## src/logic/fnm_pkg.sv

```systemverilog
// package: constants, states and frame layout shared by both ends
package fnm_pkg;
    localparam int         ID_W        = 11;
    localparam logic [10:0] ID_NMT     = 11'h000;
    localparam logic [10:0] ID_SYNC    = 11'h080;
    localparam logic [10:0] ID_EMCY    = 11'h080;
    localparam logic [10:0] ID_TPDO1   = 11'h180;
    localparam logic [10:0] ID_RPDO1   = 11'h200;
    localparam logic [10:0] ID_PDO_STEP = 11'h100;
    localparam logic [10:0] ID_SDO_TX  = 11'h580;
    localparam logic [10:0] ID_SDO_RX  = 11'h600;
    localparam logic [10:0] ID_BOOT    = 11'h700;
    localparam logic [3:0]  NMT_DLC    = 4'h2;
    localparam logic [7:0]  CMD_OPER   = 8'h01;
    localparam logic [7:0]  CMD_STOP   = 8'h02;
    localparam logic [7:0]  CMD_PREOP  = 8'h80;
    localparam logic [7:0]  CMD_RST_NODE = 8'h81;
    localparam logic [7:0]  CMD_RST_COMM = 8'h82;
    localparam logic [7:0]  NODE_BCAST = 8'h00;
    localparam logic [6:0]  NODE_MIN   = 7'h01;
    localparam int          INIT_CYCLES = 4;
    localparam logic [2:0]  INIT_CNT_RST = 3'h0;

    typedef enum logic [1:0] {
        FNM_INIT,
        FNM_PREOP,
        FNM_OPER,
        FNM_STOP
    } fnm_state_t;
endpackage : fnm_pkg

```

## src/logic/fnm_link_if.sv

```systemverilog
// interface: one received frame, standard or extended by ext_id, from master to slave
`timescale 1ns/100ps
interface fnm_link_if;
    logic        valid;
    logic        ext_id;
    logic [10:0] id;
    logic [3:0]  dlc;
    logic [63:0] data;

    modport master (output valid, output ext_id, output id, output dlc,
                    output data);
    modport slave  (input valid, input ext_id, input id, input dlc,
                    input data);
endinterface : fnm_link_if

```

## src/logic/fnm_slave.sv

```systemverilog
// network-management slave: command decode, state machine, service gating
// Function
// - only standard 11-bit identifiers are used
// - payload values go least significant byte first
// - slave obeys commands of single master
// - node identifier 1 to 127 selects commands
// - initialization only at power-up or reset
// - initialization ends in pre-operational automatically
// - startup setting auto-advances to operational
// - stopped suppresses all but network management
// - services gated per state table
// - frames on identifier 0, two bytes
// - command codes 01 02 80 81 82
// - node reset full, comm reset comm only
// - target 00 broadcasts, else identifier match
// - default identifier map per service
`timescale 1ns/100ps
module fnm_slave (
    input  wire logic                ref_clk,
    input  wire logic                reset,
    fnm_link_if.slave                link,
    input  wire logic [6:0]          node_id,
    input  wire logic                auto_start,
    output logic [1:0]               nmt_state,
    output logic                     pdo_en,
    output logic                     sdo_en,
    output logic                     sync_en,
    output logic                     emcy_en,
    output logic                     boot_en,
    output logic                     boot_send,
    output logic                     node_reset,
    output logic                     comm_reset,
    output logic [10:0]              id_emcy,
    output logic [10:0]              id_tpdo1,
    output logic [10:0]              id_rpdo1,
    output logic [10:0]              id_sdo_tx,
    output logic [10:0]              id_sdo_rx,
    output logic [10:0]              id_boot
);
    // every bit of state lives in this one record
    typedef struct packed {
        fnm_pkg::fnm_state_t state;
        logic [2:0]          init_cnt;
        logic [6:0]          node_meta;
        logic [6:0]          node_sync;
        logic                auto_meta;
        logic                auto_sync;
        logic [6:0]          node;
        logic                auto_run;
        logic                auto_done;
        logic                pdo_en;
        logic                sdo_en;
        logic                sync_en;
        logic                emcy_en;
        logic                boot_en;
        logic                boot_send;
        logic                node_reset;
        logic                comm_reset;
        logic [10:0]         id_emcy;
        logic [10:0]         id_tpdo1;
        logic [10:0]         id_rpdo1;
        logic [10:0]         id_sdo_tx;
        logic [10:0]         id_sdo_rx;
        logic [10:0]         id_boot;
    } fnm_slv_t;

    fnm_slv_t r;
    fnm_slv_t next_r;
    logic     nmt_hit;
    logic     for_me;
    logic [7:0] cmd;
    logic [7:0] tgt;

    // byte 0 is the command, byte 1 the target node
    assign cmd = link.data[7:0];
    assign tgt = link.data[15:8];

    // a frame is ours if standard id 0, length two, and addressed here
    assign for_me  = (tgt == fnm_pkg::NODE_BCAST) ||
                     (tgt == {1'b0, r.node});
    assign nmt_hit = link.valid && !link.ext_id &&
                     (link.id == fnm_pkg::ID_NMT) &&
                     (link.dlc == fnm_pkg::NMT_DLC) && for_me;

    // next state and gating
    always_comb
    begin
        next_r = r;
        // straps come from pins; two flip-flops before any use
        // a switch may move at any time, the copies hold off metastability
        next_r.node_meta  = node_id;
        next_r.node_sync  = r.node_meta;
        next_r.auto_meta  = auto_start;
        next_r.auto_sync  = r.auto_meta;
        next_r.boot_send  = 1'b0;
        next_r.node_reset = 1'b0;
        next_r.comm_reset = 1'b0;
        unique case (r.state)
            fnm_pkg::FNM_INIT:
            begin
                if (r.init_cnt == 3'(fnm_pkg::INIT_CYCLES - 1))
                begin
                    next_r.state     = fnm_pkg::FNM_PREOP;
                    next_r.boot_send = 1'b1;
                    next_r.init_cnt  = fnm_pkg::INIT_CNT_RST;
                    // straps are taken as initialization ends
                    // a zero strap is no legal node, node 1 stands in
                    next_r.node      = (r.node_sync == 7'h00) ?
                                       fnm_pkg::NODE_MIN : r.node_sync;
                    next_r.auto_run  = r.auto_sync;
                end
                else
                begin
                    next_r.init_cnt = r.init_cnt + 3'h1;
                end
            end
            default:
            begin
                // auto-start fires once per initialization
                if (r.state == fnm_pkg::FNM_PREOP && r.auto_run &&
                    !r.auto_done)
                begin
                    next_r.state     = fnm_pkg::FNM_OPER;
                    next_r.auto_done = 1'b1;
                end
                // only network-management acts outside init
                // frames during initialization are dropped by the state case
                if (nmt_hit)
                begin
                    unique case (cmd)
                        fnm_pkg::CMD_OPER:
                            next_r.state = fnm_pkg::FNM_OPER;
                        fnm_pkg::CMD_STOP:
                            next_r.state = fnm_pkg::FNM_STOP;
                        fnm_pkg::CMD_PREOP:
                            next_r.state = fnm_pkg::FNM_PREOP;
                        // a reset command re-runs initialization and straps
                        fnm_pkg::CMD_RST_NODE:
                        begin
                            next_r.state      = fnm_pkg::FNM_INIT;
                            next_r.node_reset = 1'b1;
                            next_r.auto_done  = 1'b0;
                        end
                        fnm_pkg::CMD_RST_COMM:
                        begin
                            next_r.state      = fnm_pkg::FNM_INIT;
                            next_r.comm_reset = 1'b1;
                            next_r.auto_done  = 1'b0;
                        end
                        // unknown codes leave state and auto-start alone
                        default:
                        begin
                        end
                    endcase
                end
            end
        endcase
        // service gating from the state being entered
        next_r.pdo_en  = (next_r.state == fnm_pkg::FNM_OPER);
        next_r.sdo_en  = (next_r.state == fnm_pkg::FNM_PREOP) ||
                         (next_r.state == fnm_pkg::FNM_OPER);
        next_r.sync_en = next_r.sdo_en;
        next_r.emcy_en = next_r.sdo_en;
        next_r.boot_en = (next_r.state == fnm_pkg::FNM_INIT);
        // default identifier map for this node
        // built from the node being entered, so it never lags a change
        next_r.id_emcy   = fnm_pkg::ID_EMCY   + {4'h0, next_r.node};
        next_r.id_tpdo1  = fnm_pkg::ID_TPDO1  + {4'h0, next_r.node};
        next_r.id_rpdo1  = fnm_pkg::ID_RPDO1  + {4'h0, next_r.node};
        next_r.id_sdo_tx = fnm_pkg::ID_SDO_TX + {4'h0, next_r.node};
        next_r.id_sdo_rx = fnm_pkg::ID_SDO_RX + {4'h0, next_r.node};
        next_r.id_boot   = fnm_pkg::ID_BOOT   + {4'h0, next_r.node};
    end

    // state register; power-up reset starts initialization
    always_ff @(posedge ref_clk)
    begin
        if (reset)
        begin
            r          <= '0;
            r.state    <= fnm_pkg::FNM_INIT;
            r.node     <= fnm_pkg::NODE_MIN;
            r.boot_en  <= 1'b1;
        end
        else
        begin
            r <= next_r;
        end
    end

    // outputs are taken straight from the state register
    assign nmt_state  = r.state;
    assign pdo_en     = r.pdo_en;
    assign sdo_en     = r.sdo_en;
    assign sync_en    = r.sync_en;
    assign emcy_en    = r.emcy_en;
    assign boot_en    = r.boot_en;
    assign boot_send  = r.boot_send;
    assign node_reset = r.node_reset;
    assign comm_reset = r.comm_reset;
    assign id_emcy    = r.id_emcy;
    assign id_tpdo1   = r.id_tpdo1;
    assign id_rpdo1   = r.id_rpdo1;
    assign id_sdo_tx  = r.id_sdo_tx;
    assign id_sdo_rx  = r.id_sdo_rx;
    assign id_boot    = r.id_boot;
endmodule : fnm_slave

```

## src/flat_wrapper.sv

```systemverilog
// flat-port wrapper written by rule: the top's interface ports become plain ports
module fnm_slave_flat 
  (ref_clk, reset, node_id, auto_start, nmt_state, pdo_en, sdo_en, sync_en, emcy_en, boot_en, boot_send, node_reset, comm_reset, id_emcy, id_tpdo1, id_rpdo1, id_sdo_tx, id_sdo_rx, id_boot, link_valid, link_ext_id, link_id, link_dlc, link_data);
  fnm_link_if link_i ();
  input  wire logic ref_clk;
  input  wire logic reset;
  input  wire logic [6:0] node_id;
  input  wire logic auto_start;
  output logic [1:0] nmt_state;
  output logic pdo_en;
  output logic sdo_en;
  output logic sync_en;
  output logic emcy_en;
  output logic boot_en;
  output logic boot_send;
  output logic node_reset;
  output logic comm_reset;
  output logic [10:0] id_emcy;
  output logic [10:0] id_tpdo1;
  output logic [10:0] id_rpdo1;
  output logic [10:0] id_sdo_tx;
  output logic [10:0] id_sdo_rx;
  output logic [10:0] id_boot;
  input wire logic [$bits(link_i.valid)-1:0] link_valid;
  input wire logic [$bits(link_i.ext_id)-1:0] link_ext_id;
  input wire logic [$bits(link_i.id)-1:0] link_id;
  input wire logic [$bits(link_i.dlc)-1:0] link_dlc;
  input wire logic [$bits(link_i.data)-1:0] link_data;
  assign link_i.valid = link_valid;
  assign link_i.ext_id = link_ext_id;
  assign link_i.id = link_id;
  assign link_i.dlc = link_dlc;
  assign link_i.data = link_data;
  fnm_slave u_core (.ref_clk(ref_clk), .reset(reset), .link(link_i), .node_id(node_id), .auto_start(auto_start), .nmt_state(nmt_state), .pdo_en(pdo_en), .sdo_en(sdo_en), .sync_en(sync_en), .emcy_en(emcy_en), .boot_en(boot_en), .boot_send(boot_send), .node_reset(node_reset), .comm_reset(comm_reset), .id_emcy(id_emcy), .id_tpdo1(id_tpdo1), .id_rpdo1(id_rpdo1), .id_sdo_tx(id_sdo_tx), .id_sdo_rx(id_sdo_rx), .id_boot(id_boot));
endmodule
```

## config.mk

```make
export PLATFORM = sky130hd
export DESIGN_NAME = fnm_slave_flat
export DESIGN_NICKNAME = d
export VERILOG_FILES = /design/src/logic/fnm_pkg.sv /design/src/logic/fnm_link_if.sv /design/src/logic/fnm_slave.sv /design/src/flat_wrapper.sv
export SDC_FILE = /design/constraint.sdc
export NUM_CORES = 1
export LEC_CHECK = 0
export BUFFER_PORTS_ARGS = -buffer_cell sky130_fd_sc_hd__buf_4
export CORE_UTILIZATION = 38
export CTS_CLUSTER_DIAMETER = 100
export DETAILED_ROUTE_END_ITERATION = 10
export PLACE_DENSITY_LB_ADDON = 0.12
export SETUP_SLACK_MARGIN = 0.15
export SLEW_MARGIN = 10
export SYNTH_ARGS = -nofsm -noshare
export SYNTH_HDL_FRONTEND = slang
export SYNTH_SLANG_ARGS = --single-unit
```

## constraint.sdc

```tcl
create_clock -name ref_clk -period 2.67 [get_ports ref_clk]
set_clock_uncertainty 0.2 [all_clocks]
set_input_delay 0.4005 -clock ref_clk [delete_from_list [all_inputs] [get_ports ref_clk]]
set_output_delay 0.4005 -clock ref_clk [all_outputs]
set_load 0.02 [all_outputs]
```

======== After elaboration in Yosys (flattened, before gate mapping) ========
Cells that the tools add are included.
operators by class
  add/sub/neg operators ................... 7
  multipliers ............................. 0
  divide/modulo/power cells ............... 0
  $lt $le $gt $ge ......................... 0
  equal/unequal tests ..................... 11
  shifts and indexed selects .............. 0
  multiplexer cells ....................... 15
  bitwise logic cells ..................... 2
  reductions and logical operators ........ 19
operator list
  operator                                                          count
  8-bit == test (second input constant)                             3
  8-bit 2-to-1 mux                                                  2
  10-bit by 7-bit adder with 11-bit output (first input constant)   1
  10-bit by 8-bit adder with 11-bit output (first input constant)   1
  11-bit by 7-bit adder with 11-bit output (first input constant)   1
  11-bit zero test                                                  1
  9-bit by 7-bit adder with 10-bit output (first input constant)    1
  9-bit by 8-bit adder with 10-bit output (first input constant)    1
  8-bit by 7-bit adder with 9-bit output (first input constant)     1
  8-bit by 1-bit == test with 1-bit output (second input constant)  1
  8-bit by 2-bit == test with 1-bit output (second input constant)  1
  8-bit by 7-bit == test with 1-bit output                          1
  8-bit zero test                                                   1
  2-bit 2-to-1 mux                                                  4
  2-bit case mux with 4 select lines                                1
  7-bit zero test                                                   1
  7-bit 2-to-1 mux                                                  1
  1-bit logical AND                                                 6
  1-bit 2-to-1 mux                                                  6
  2-bit by 1-bit == test with 1-bit output (second input constant)  2
  4-bit by 2-bit == test with 1-bit output (second input constant)  1
  2-bit zero test                                                   2
  2-bit OR reduction                                                2
  3-bit by 1-bit adder with 3-bit output (second input constant)    1
  8 further kinds                                                   11
word-level totals
  register bits after elaboration ......... 102
  bits in latches ......................... 0
  memory bits (writable) .................. 0
  ROM bits ................................ 0
  input port bits ......................... 91
  output and inout port bits .............. 76
  word-level logic and storage cells ...... 75
  memories ................................ 0

======== Depth between registers and ports, before layout ========
Gate-level depths: netlist of the first run.
  word-level depth ........................ 9
  mapped depth ............................ 9
  depth with buffers taken out ............ 8

======== Worst setup path after synthesis of the first run ========
Ideal clock, no wire load.
  path type ............................... in2reg
  from .................................... in link_data[13]
  to ...................................... reg u_core.r, in the netlist u_core.sync_en
  library setup time ...................... 0.126 ns
  arrival ................................. 1.942 ns
  required time ........................... 2.344 ns
  setup slack ............................. 0.402 ns
  stages on the path ...................... 8
  buffers on the path ..................... 0
  path through ............................ or4_1 nor2_1 a21oi_2 o31a_2 a21oi_2 inv_1 ha_1 nor2_1
between the ends
  cells in the longest elaborated chain, start to end .. 7
  elaborated cells on any way between the ends .. 9
  those cells by class .................... eq/ne (3); mux (2); reduce/logical (4)
RTL lines
  what                                                                         line                                text
  from (decl)                                                                  flat_wrapper.sv:28                  input wire logic [$bits(link_i.data)-1:0] link_data;
  8-bit by 7-bit == test with 1-bit output or 8-bit zero test (tied branches)  fnm_slave.sv:80, fnm_slave.sv:79
  1-bit logical OR (*)                                                         fnm_slave.sv:79                     assign for_me = (tgt == fnm_pkg::NODE_BCAST) ||
  1-bit logical AND (*)                                                        fnm_slave.sv:83                     (link.dlc == fnm_pkg::NMT_DLC) && for_me;
  2-bit 2-to-1 mux (*)                                                         fnm_slave.sv:128                    if (nmt_hit)
  2-bit 2-to-1 mux (*)                                                         fnm_slave.sv:98                     unique case (r.state)
  2-bit by 1-bit == test with 1-bit output or 2-bit == test (tied branches)    fnm_slave.sv:160, fnm_slave.sv:161
  1-bit logical OR (*)                                                         fnm_slave.sv:160                    next_r.sdo_en = (next_r.state == fnm_pkg::FNM_PREOP) ||
  to (signal assigned)                                                         fnm_slave.sv:187                    r <= next_r;
  to (decl)                                                                    fnm_slave.sv:67                     fnm_slv_t r;
Mark *: on every way between the ends. The rest lies on a longest branch, timed or not.
A chain may end at the register's enable or synchronous reset.

======== Worst setup path after layout of the first run ========
  from .................................... reg u_core.r[77] (netlist bit)
  to ...................................... reg u_core.r, in the netlist u_core.sync_en
between the ends
  cells in the longest elaborated chain, start to end .. 7
  elaborated cells on any way between the ends .. 8
  those cells by class .................... eq/ne (3); mux (2); reduce/logical (3)
RTL lines
  what                                                                       line                                text
  8-bit by 7-bit == test with 1-bit output (*)                               fnm_slave.sv:80                     (tgt == {1'b0, r.node});
  1-bit logical OR (*)                                                       fnm_slave.sv:79
  1-bit logical AND (*)                                                      fnm_slave.sv:83
  2-bit 2-to-1 mux (*)                                                       fnm_slave.sv:128
  2-bit 2-to-1 mux (*)                                                       fnm_slave.sv:98
  2-bit by 1-bit == test with 1-bit output or 2-bit == test (tied branches)  fnm_slave.sv:160, fnm_slave.sv:161
  1-bit logical OR (*)                                                       fnm_slave.sv:160
Marked as above.

==> flow_metrics.tcl, run 1 <==
set metrics [dict create \
    globalplace.congestion 0.805 \
    pre_cts_slack_ns 0.159 \
    setup_violations 0 \
    period_needed_ns 2.33 \
    rows 25 \
    synth.area.top_cells "dfxtp_1, buf_4, nor2b_1" \
    avgSynthCellArea_sq_um 8.68 \
    fp.dieH_um 74.0 \
    vias_per_cell 4.23 \
    cap_violations 0 \
    clock_sinks 38 \
    fin_crit_sh_pct 87.4 \
    cp.arrival_ns 2.30 \
    cp_slowest_stage_delay_ns 0.48 \
    yosysMostFrequentCell "buf_4" \
    io_buffers 106 \
    slew_violations 0 \
    rsz0062_at_grt "false" \
    cts_buffer_depth 2 \
    finalWorstSetupSlack_ns 0.337 \
    power.density_nw_per_um2 538 \
    clkTransAtPathRegs_ns 0.07 \
    syn_inst 227 \
    register_area_sq_um 761 \
    hp-class "in2reg" \
    worstSkewPairLatency_ns 0.28 \
    hold_buffers 0 \
    fin_setup_tns_ns 0 \
    synth_edf_count 0 \
    syn2layout_area_growth_pct 24.9 \
    status "completed" \
    drtPass1Iterations 4 \
    worst_setup_path_end_kind "flip-flop" \
    drt_iter0_markers 42 \
    critPathSlowestCell "dfxtp_1" \
    grt_pass1_wl_um 5050 \
    start_kind "flip-flop" \
    synth-warning-count 0 \
    power.leakage_nw 1.19 \
    clockRootBuffer "clkbuf_8" \
    cts_buffers 5 \
    postCtsSetupBuffers 0 \
    layout-drive-gt1-share_pct 44.6 \
    antenna-diode-count 0 \
    boundaryPins 167 \
    hold_violations 0 \
    drc 0 \
    antenna_found_initial 0 \
    synth_commonest_cells "buf_4, dfxtp_1, nand2_1" \
    design.die.area_sq_um 5480 \
    clock.fmax_mhz 429 \
    htree_levels 2 \
    tritoncts "done" \
    seq_area_frac_synth_pct 38.6 \
    synth_top_area_share_pct 38.6 \
    crit_type "reg2reg" \
    synth_largest_area_cell "dfxtp_1" \
    core_area_sq_um 4850 \
    cp_data_required_time_ns 2.64 \
    yosys_register_bits 38 \
    path_max_fanout 8 \
    netlist_area_sq_um 1970 \
    multi_input_area_sq_um 699 \
    start_util_pct 40.6 \
    crit_chain "xor2_1 > nor4_1 > a21oi_2 > o31a_2 > a21oi_2 > inv_1 > ha_1 > nor2_1" \
    hpwl_um 2710 \
    wirelength_um 3520 \
    vias 1467 \
    final_util_pct 50.8 \
    cp_common_cell "a21oi_2" \
    grt_overflow_total 0 \
    grt_pass1_vias 1109 \
    irDropWorstVdd_mv 0.390 \
    grt_max_degree 36 \
    final_antenna_net_count 0 \
    fillers 474 \
    track_usage_pct 12.2 \
    postSynth.asyncResetShare_pct 0 \
    cts-resized-gates 0 \
    fin_nets 372 \
    wire_per_inst_um 10.2 \
    ys.flop_type "dfxtp_1" \
    synth_cell_types 31 \
    die_x_um 74.0 \
]
[kinds of logic after synthesis]
kind of cell    after synthesis  synth area share (%)
simple gates                 78                  20.8
buf+inv                      77                  28.0
flops                        38                  38.6
compound gates               24                  8.06
xor+xnor                      7                  3.11
fa+ha+maj                     2                  1.27
other cells                   1                 0.190
[stage by stage]
step	std cells	area, sq um	hold slack (ns)	power [mW]
after floorplan	238	2010	0.212	0.865
after global placement	339	2370	0.221	0.939
after detailed placement	339	2370	0.224	0.942
after CTS	347	2460	0.119	1.34
after global routing	347	2460	0.124	1.40
final	347	2460	0.126	1.32
[sequential cells by signal (all words and copies together) (netlist names)]
signal,flops
u_core.node_reset,1
u_core.boot_en,1
u_core.sync_en,1
u_core.id_boot,3
u_core.boot_send,1
u_core.next_r,8
u_core.comm_reset,1
u_core.r,19
u_core.nmt_state,2
u_core.pdo_en,1
[routing by layer]
layer	global-route usage, %	wire length [um]
met2	17.6	1520
met5	0	0
met1	16.3	1570
met4	4.49	41
met3	5.01	390
[layout by cell type, fill, tap and decap left out, drive strengths merged, types with 3 or more instances in the layout]
cell type	n
nor2	12
nand2	21
a21oi	13
dfxtp	38
nor3	9
buf	109
nor4	6
o21ai	3
or4	3
conb	12
nor2b	18
xor2	7
clkbuf	7
[worst max-delay path, delay by kind of cell (launching register included)]
kind | cells | cell delay, ns
buf+inv | 1 | 0.06
simple gates | 2 | 0.39
flops | 1 | 0.48
fa+ha+maj | 1 | 0.26
xor+xnor | 1 | 0.11
compound gates | 3 | 0.71
[power breakdown]
| part | internal [mW] | switching, mW | leakage, nW |
|---|---|---|---|
| combinational | 0.142 | 0.161 | 0.828 |
| sequential | 0.601 | 0.0224 | 0.311 |
| clock | 0.208 | 0.189 | 0.0482 |
[final cells by class]
cell class                 instances  share of cell area [%]
clock buffer                       7                    3.51
inverter                           2                   0.305
tap                               67                    3.41
multi-input combinational        123                    28.4
clock inverter                     1                   0.203
sequential                        38                    30.9
timing repair buffer             109                    33.2
[worst paths after layout]
check / slack, ns / depth (start not counted) / start / endpoint
worst max-delay path: 0.34 / 8 / u_core.r[77] / u_core.sync_en
worst min-delay path: 0.13 / 2 / node_id[0] / u_core.next_r[85]
worst max register to register: 0.34 / 8 / u_core.r[77] / u_core.sync_en
worst min register to register: 0.23 / 2 / u_core.r[101] / u_core.r[101]
Note: power is estimated with default switching activity, not from simulation.
==> run 2: changes to the inputs <==
Settings changed: BUFFER_PORTS_ARGS -buffer_cell sky130_fd_sc_hd__buf_4 to -buffer_cell sky130_fd_sc_hd__buf_2.
==> run 2 against run 1 <==
Against the previous run:
- register-to-register slack better by 0.02 ns
- non-clock buffer count is 2 lower
- combinational power is 14% lower
- flip-flop and latch count stayed put
- critical endpoint unchanged
- final cell count is 0.86% lower
- sequential share of layout area is 4.2 points higher
- worst hold slack worse by 0.0076 ns
==> flow_metrics.tcl, run 2 (synthesis gave the netlist of run 1 again) <==
set metrics [dict create \
    syn2layout_area_growth_pct 10.0 \
    clock_sinks 38 \
    status "completed" \
    rows 25 \
    postCtsSetupBuffers 0 \
    regMostFlops "u_core.r" \
    fin_hold_ws_ns 0.119 \
    start_kind "flip-flop" \
    setup_violations 0 \
    hold_violations 0 \
    slew_violations 0 \
    cts-resized-gates 0 \
    cp-startpoint "u_core.id_boot[6]" \
    crit_type "reg2reg" \
    cts_buffers 5 \
    power.density_nw_per_um2 575 \
    hold_path_depth 2 \
    die_x_um 74.0 \
    critPathSlowestCell "dfxtp_1" \
    grt_overflow_total 0 \
    drt_iter0_markers 57 \
    hold_buffers 0 \
    track_usage_pct 11.9 \
    clockRootBuffer "clkbuf_8" \
    grt_pass1_wl_um 4890 \
    wire_per_inst_um 9.76 \
    vias_per_cell 4.22 \
    mostFrequentLayoutCells "buf_2, dfxtp_1, nand2_1" \
    clock.fmax_mhz 432 \
    worst_slew_pin_slew_ns 0.588 \
    antenna-diode-count 0 \
    layout-drive-gt1-share_pct 44.4 \
    io_buffers 106 \
    cp_slowest_stage_delay_ns 0.38 \
    fin_crit_sh_pct 86.7 \
    drtPass1Iterations 4 \
    slew_headroom_pct 60.8 \
    boundaryPins 167 \
    layout_commonest_cell "buf_2" \
    irDropWorstVdd_mv 0.259 \
    fp.dieH_um 74.0 \
    crit_chain "xor2_1 > nor4_1 > a21oi_2 > o31a_2 > a21oi_2 > inv_1 > ha_1 > nor2_1" \
    clkTransAtPathRegs_ns 0.07 \
    start_util_pct 40.6 \
    wirelength_um 3360 \
    cts_buffer_depth 2 \
    power.leakage_nw 1.12 \
    antenna_found_initial 0 \
    cap_violations 0 \
    cp_data_required_time_ns 2.63 \
    hpwl_um 2520 \
    hp-class "in2reg" \
    core_area_sq_um 4850 \
    globalplace.congestion 0.774 \
    rsz0062_at_grt "false" \
    grt_max_degree 36 \
    vias 1450 \
    worstSkewPairLatency_ns 0.29 \
    fin_setup_tns_ns 0 \
    worst_setup_path_end_kind "flip-flop" \
    htree_levels 2 \
    design.die.area_sq_um 5480 \
    reg2reg_from "u_core.id_boot[6]" \
    path_max_fanout 8 \
    worstHoldStart "node_id[5]" \
    largest_register_ff_count 19 \
    fin_nets 370 \
    cp.arrival_ns 2.27 \
    period_needed_ns 2.32 \
    tritoncts "done" \
    cp_common_cell "a21oi_2" \
    drc 0 \
    grt_pass1_vias 1086 \
    final_antenna_net_count 0 \
    rr_worst_depth 8 \
]
==> run 2: changes by cell type in the layout (fill, tap and decap cells not counted), sizes merged <==
| cell | delta |
|---|---|
| clkinv | +1 |
| buf | -2 |
| clkbuf | -2 |
==> run 2: final timing paths <==
check / end / slack [ns]
min: u_core.next_r[90] / 0.12
max reg2reg: u_core.sync_en / 0.35
min reg2reg: u_core.r[101] / 0.23
max: u_core.sync_en / 0.35
==> run 2: final cells by class <==
type,count,area (sq um)
clock buffers,5,68.8
inverters,2,7.51
fillers,499,2680
multi-input cells,123,699
clock inverters,2,10.0
repair buffers,107,538
well taps,67,83.8
flip-flops and latches,38,761
==> run 2: routing by layer <==
layer | global-route usage [%] | part of all wire (%)
met2 | 16.9 | 43
met4 | 7.05 | 2.3
met5 | 0 | 0
met3 | 3.25 | 7.6
met1 | 16.0 | 47
==> run 2: metrics by stage <==
| step | cell area (sq um) | util, % | total power, mW | worst slack [ns] | instances |
|---|---|---|---|---|---|
| after floorplan | 2010 | - | 0.865 | 0.402 | 238 |
| final | 2170 | 44.7 | 1.25 | 0.354 | 344 |
| after global placement | 2090 | 43.1 | 0.895 | 0.147 | 337 |
| after detailed placement | 2090 | 43.1 | 0.897 | 0.136 | 337 |
| after CTS | 2170 | 44.7 | 1.26 | 0.321 | 344 |
| after global routing | 2170 | 44.7 | 1.31 | 0.172 | 344 |
==> run 2: worst max-delay path: cells and delay by family (launching register included) <==
kind                     cells  cell delay (ns)
AO/OA/AOI/OAI                3             0.71
AND/OR/NAND/NOR              2             0.39
flip-flops                   1             0.38
adder cells (fa/ha/maj)      1             0.26
XOR/XNOR                     1             0.18
buffers and inverters        1             0.06
==> run 2: power breakdown <==
part | switching [mW] | total, mW | internal [mW] | leakage [nW]
Sequential | 0.0215 | 0.622 | 0.601 | 0.311
Combinational | 0.159 | 0.260 | 0.101 | 0.769
Clock | 0.189 | 0.364 | 0.175 | 0.0438
==> run 3: changes to the inputs <==
--- a/config.mk
+++ b/config.mk
@@ -8,3 +8,4 @@
 export BUFFER_PORTS_ARGS = -buffer_cell sky130_fd_sc_hd__buf_2
-export CORE_UTILIZATION = 38
+export CORE_UTILIZATION = 40
+export CTS_BUF_LIST = sky130_fd_sc_hd__clkbuf_8
 export CTS_CLUSTER_DIAMETER = 100
==> constraint.sdc (replaced) <==
create_clock -name ref_clk -period 2.67 [get_ports ref_clk]
set_clock_uncertainty 0.2 [all_clocks]
set_input_delay 0.267 -clock ref_clk [delete_from_list [all_inputs] [get_ports ref_clk]]
set_output_delay 0.267 -clock ref_clk [all_outputs]
set_load 0.02 [all_outputs]
==> run 3 against run 2 <==
Against the previous run:
- clock power grew 29%
- clock-buffer cell count is the same
- power increased by 9.4%
- highest routed layer unchanged
==> flow_metrics.tcl, run 3 (synthesis gave the netlist of run 1 again) <==
set metrics [dict create \
    crit_type "reg2reg" \
    hold_buffers 6 \
    power.density_nw_per_um2 600 \
    hp-class "in2reg" \
    wire_per_inst_um 9.33 \
    mostFrequentLayoutCells "buf_2, dfxtp_1, nand2_1" \
    clock.fmax_mhz 437 \
    fp.dieH_um 72.2 \
    postCtsSetupBuffers 0 \
    grt_max_degree 21 \
    cp_data_required_time_ns 2.69 \
    vias_per_cell 4.18 \
    syn2layout_area_growth_pct 15.4 \
    cp_common_cell "a21oi_2" \
    worstHoldStart "node_id[2]" \
    status "completed" \
    rsz0062_at_grt "false" \
    worstSkewPairLatency_ns 0.28 \
    fillers 483 \
    drt_iter0_markers 57 \
    core_area_sq_um 4720 \
    globalplace.congestion 0.769 \
    fin_crit_sh_pct 85.7 \
    vias 1477 \
    antenna-diode-count 0 \
    antenna_found_initial 0 \
    hpwl_um 2500 \
    wirelength_um 3290 \
    htree_levels 2 \
    cts-resized-gates 0 \
    power.leakage_nw 1.17 \
    clkTransAtPathRegs_ns 0.07 \
    cp-startpoint "u_core.id_boot[6]" \
    layout_commonest_cell "buf_2" \
    fin_area_sq_um 2270 \
    io_buffers 106 \
    slew_violations 0 \
    cts_buffer_depth 2 \
    cap_violations 0 \
    design.die.area_sq_um 5210 \
    drtPass1Iterations 4 \
    irDropWorstVdd_mv 0.339 \
    setup_violations 0 \
    path_max_fanout 8 \
    period_needed_ns 2.29 \
    worst_setup_path_end_kind "flip-flop" \
    largest_register_ff_count 19 \
    power_mw 1.36 \
    rows 25 \
    cts_buffers 5 \
    cp.arrival_ns 2.31 \
    fin_nets 378 \
    track_usage_pct 12.3 \
    regMostFlops "u_core.r" \
    crit_chain "xor2_1 > nor4_1 > a21oi_2 > o31a_2 > a21oi_2 > inv_1 > ha_1 > nor2_1" \
    fin_setup_tns_ns 0 \
    die_x_um 72.2 \
    fin_hold_ws_ns 0.00804 \
    final_antenna_net_count 0 \
    cp_slowest_stage_delay_ns 0.38 \
    grt_overflow_total 0 \
    tritoncts "done" \
    clockRootBuffer "clkbuf_8" \
    layout-drive-gt1-share_pct 44.1 \
    postPlaceCellArea_sq_um 2100 \
    hold_violations 0 \
    grt_pass1_wl_um 4940 \
    grt_pass1_vias 1112 \
    clock_sinks 38 \
    start_util_pct 41.7 \
    drc 0 \
    critPathSlowestCell "o31a_2" \
    start_kind "flip-flop" \
    boundaryPins 167 \
    reg2reg_from "u_core.id_boot[6]" \
]
run 3: per-stage QoR:
step	setup WS (ns)	std cells	util, %
floorplan	0.535	238	-
global placement	0.293	339	44.6
detailed placement	0.296	339	44.6
CTS	0.335	353	48.1
global route	0.202	353	48.1
finish	0.382	353	48.1
run 3: power breakdown:
part	leakage [nW]	total (mW)	switching, mW	internal [mW]
Clock	0.0579	0.470	0.195	0.275
Combinational	0.803	0.271	0.161	0.110
Sequential	0.311	0.622	0.0215	0.601
Total	1.17	1.36	0.377	0.986
run 3: path summary, 6_finish.rpt:
kind | slack (ns) | to | cells after the start
max | 0.38 | u_core.sync_en | 8
min | 0.008 | u_core.next_r[87] | 2
max reg2reg | 0.38 | u_core.sync_en | 8
min reg2reg | 0.24 | u_core.r[83] | 1
run 3: per-layer routing:
| layer | share of wire, % | global-route usage [%] |
|---|---|---|
| met4 | 1.9 | 6.54 |
| met2 | 44 | 17.9 |
| met5 | 0 | 0 |
| met1 | 47 | 16.6 |
| met3 | 7.0 | 3.33 |
run 3: critical path, delay by kind of cell (launching register included):
family                     cells  cell delay (ns)
buffers and inverters          1             0.06
and+or+nand+nor                2             0.44
xor gates and xnor gates       1             0.18
AOI/OAI and AO/OA              3             0.72
adders and majority gates      1             0.26
DFF                            1             0.37
run 3: final cells by class:
class / count / area (sq um) / area share, %
timing repair buffer: 115 / 613 / 27.0
inverter: 2 / 7.51 / 0.330
multi-input combinational: 123 / 699 / 30.8
clock inverter: 3 / 40.0 / 1.76
tap: 67 / 83.8 / 3.69
sequential: 38 / 761 / 33.5
clock buffer: 5 / 68.8 / 3.03
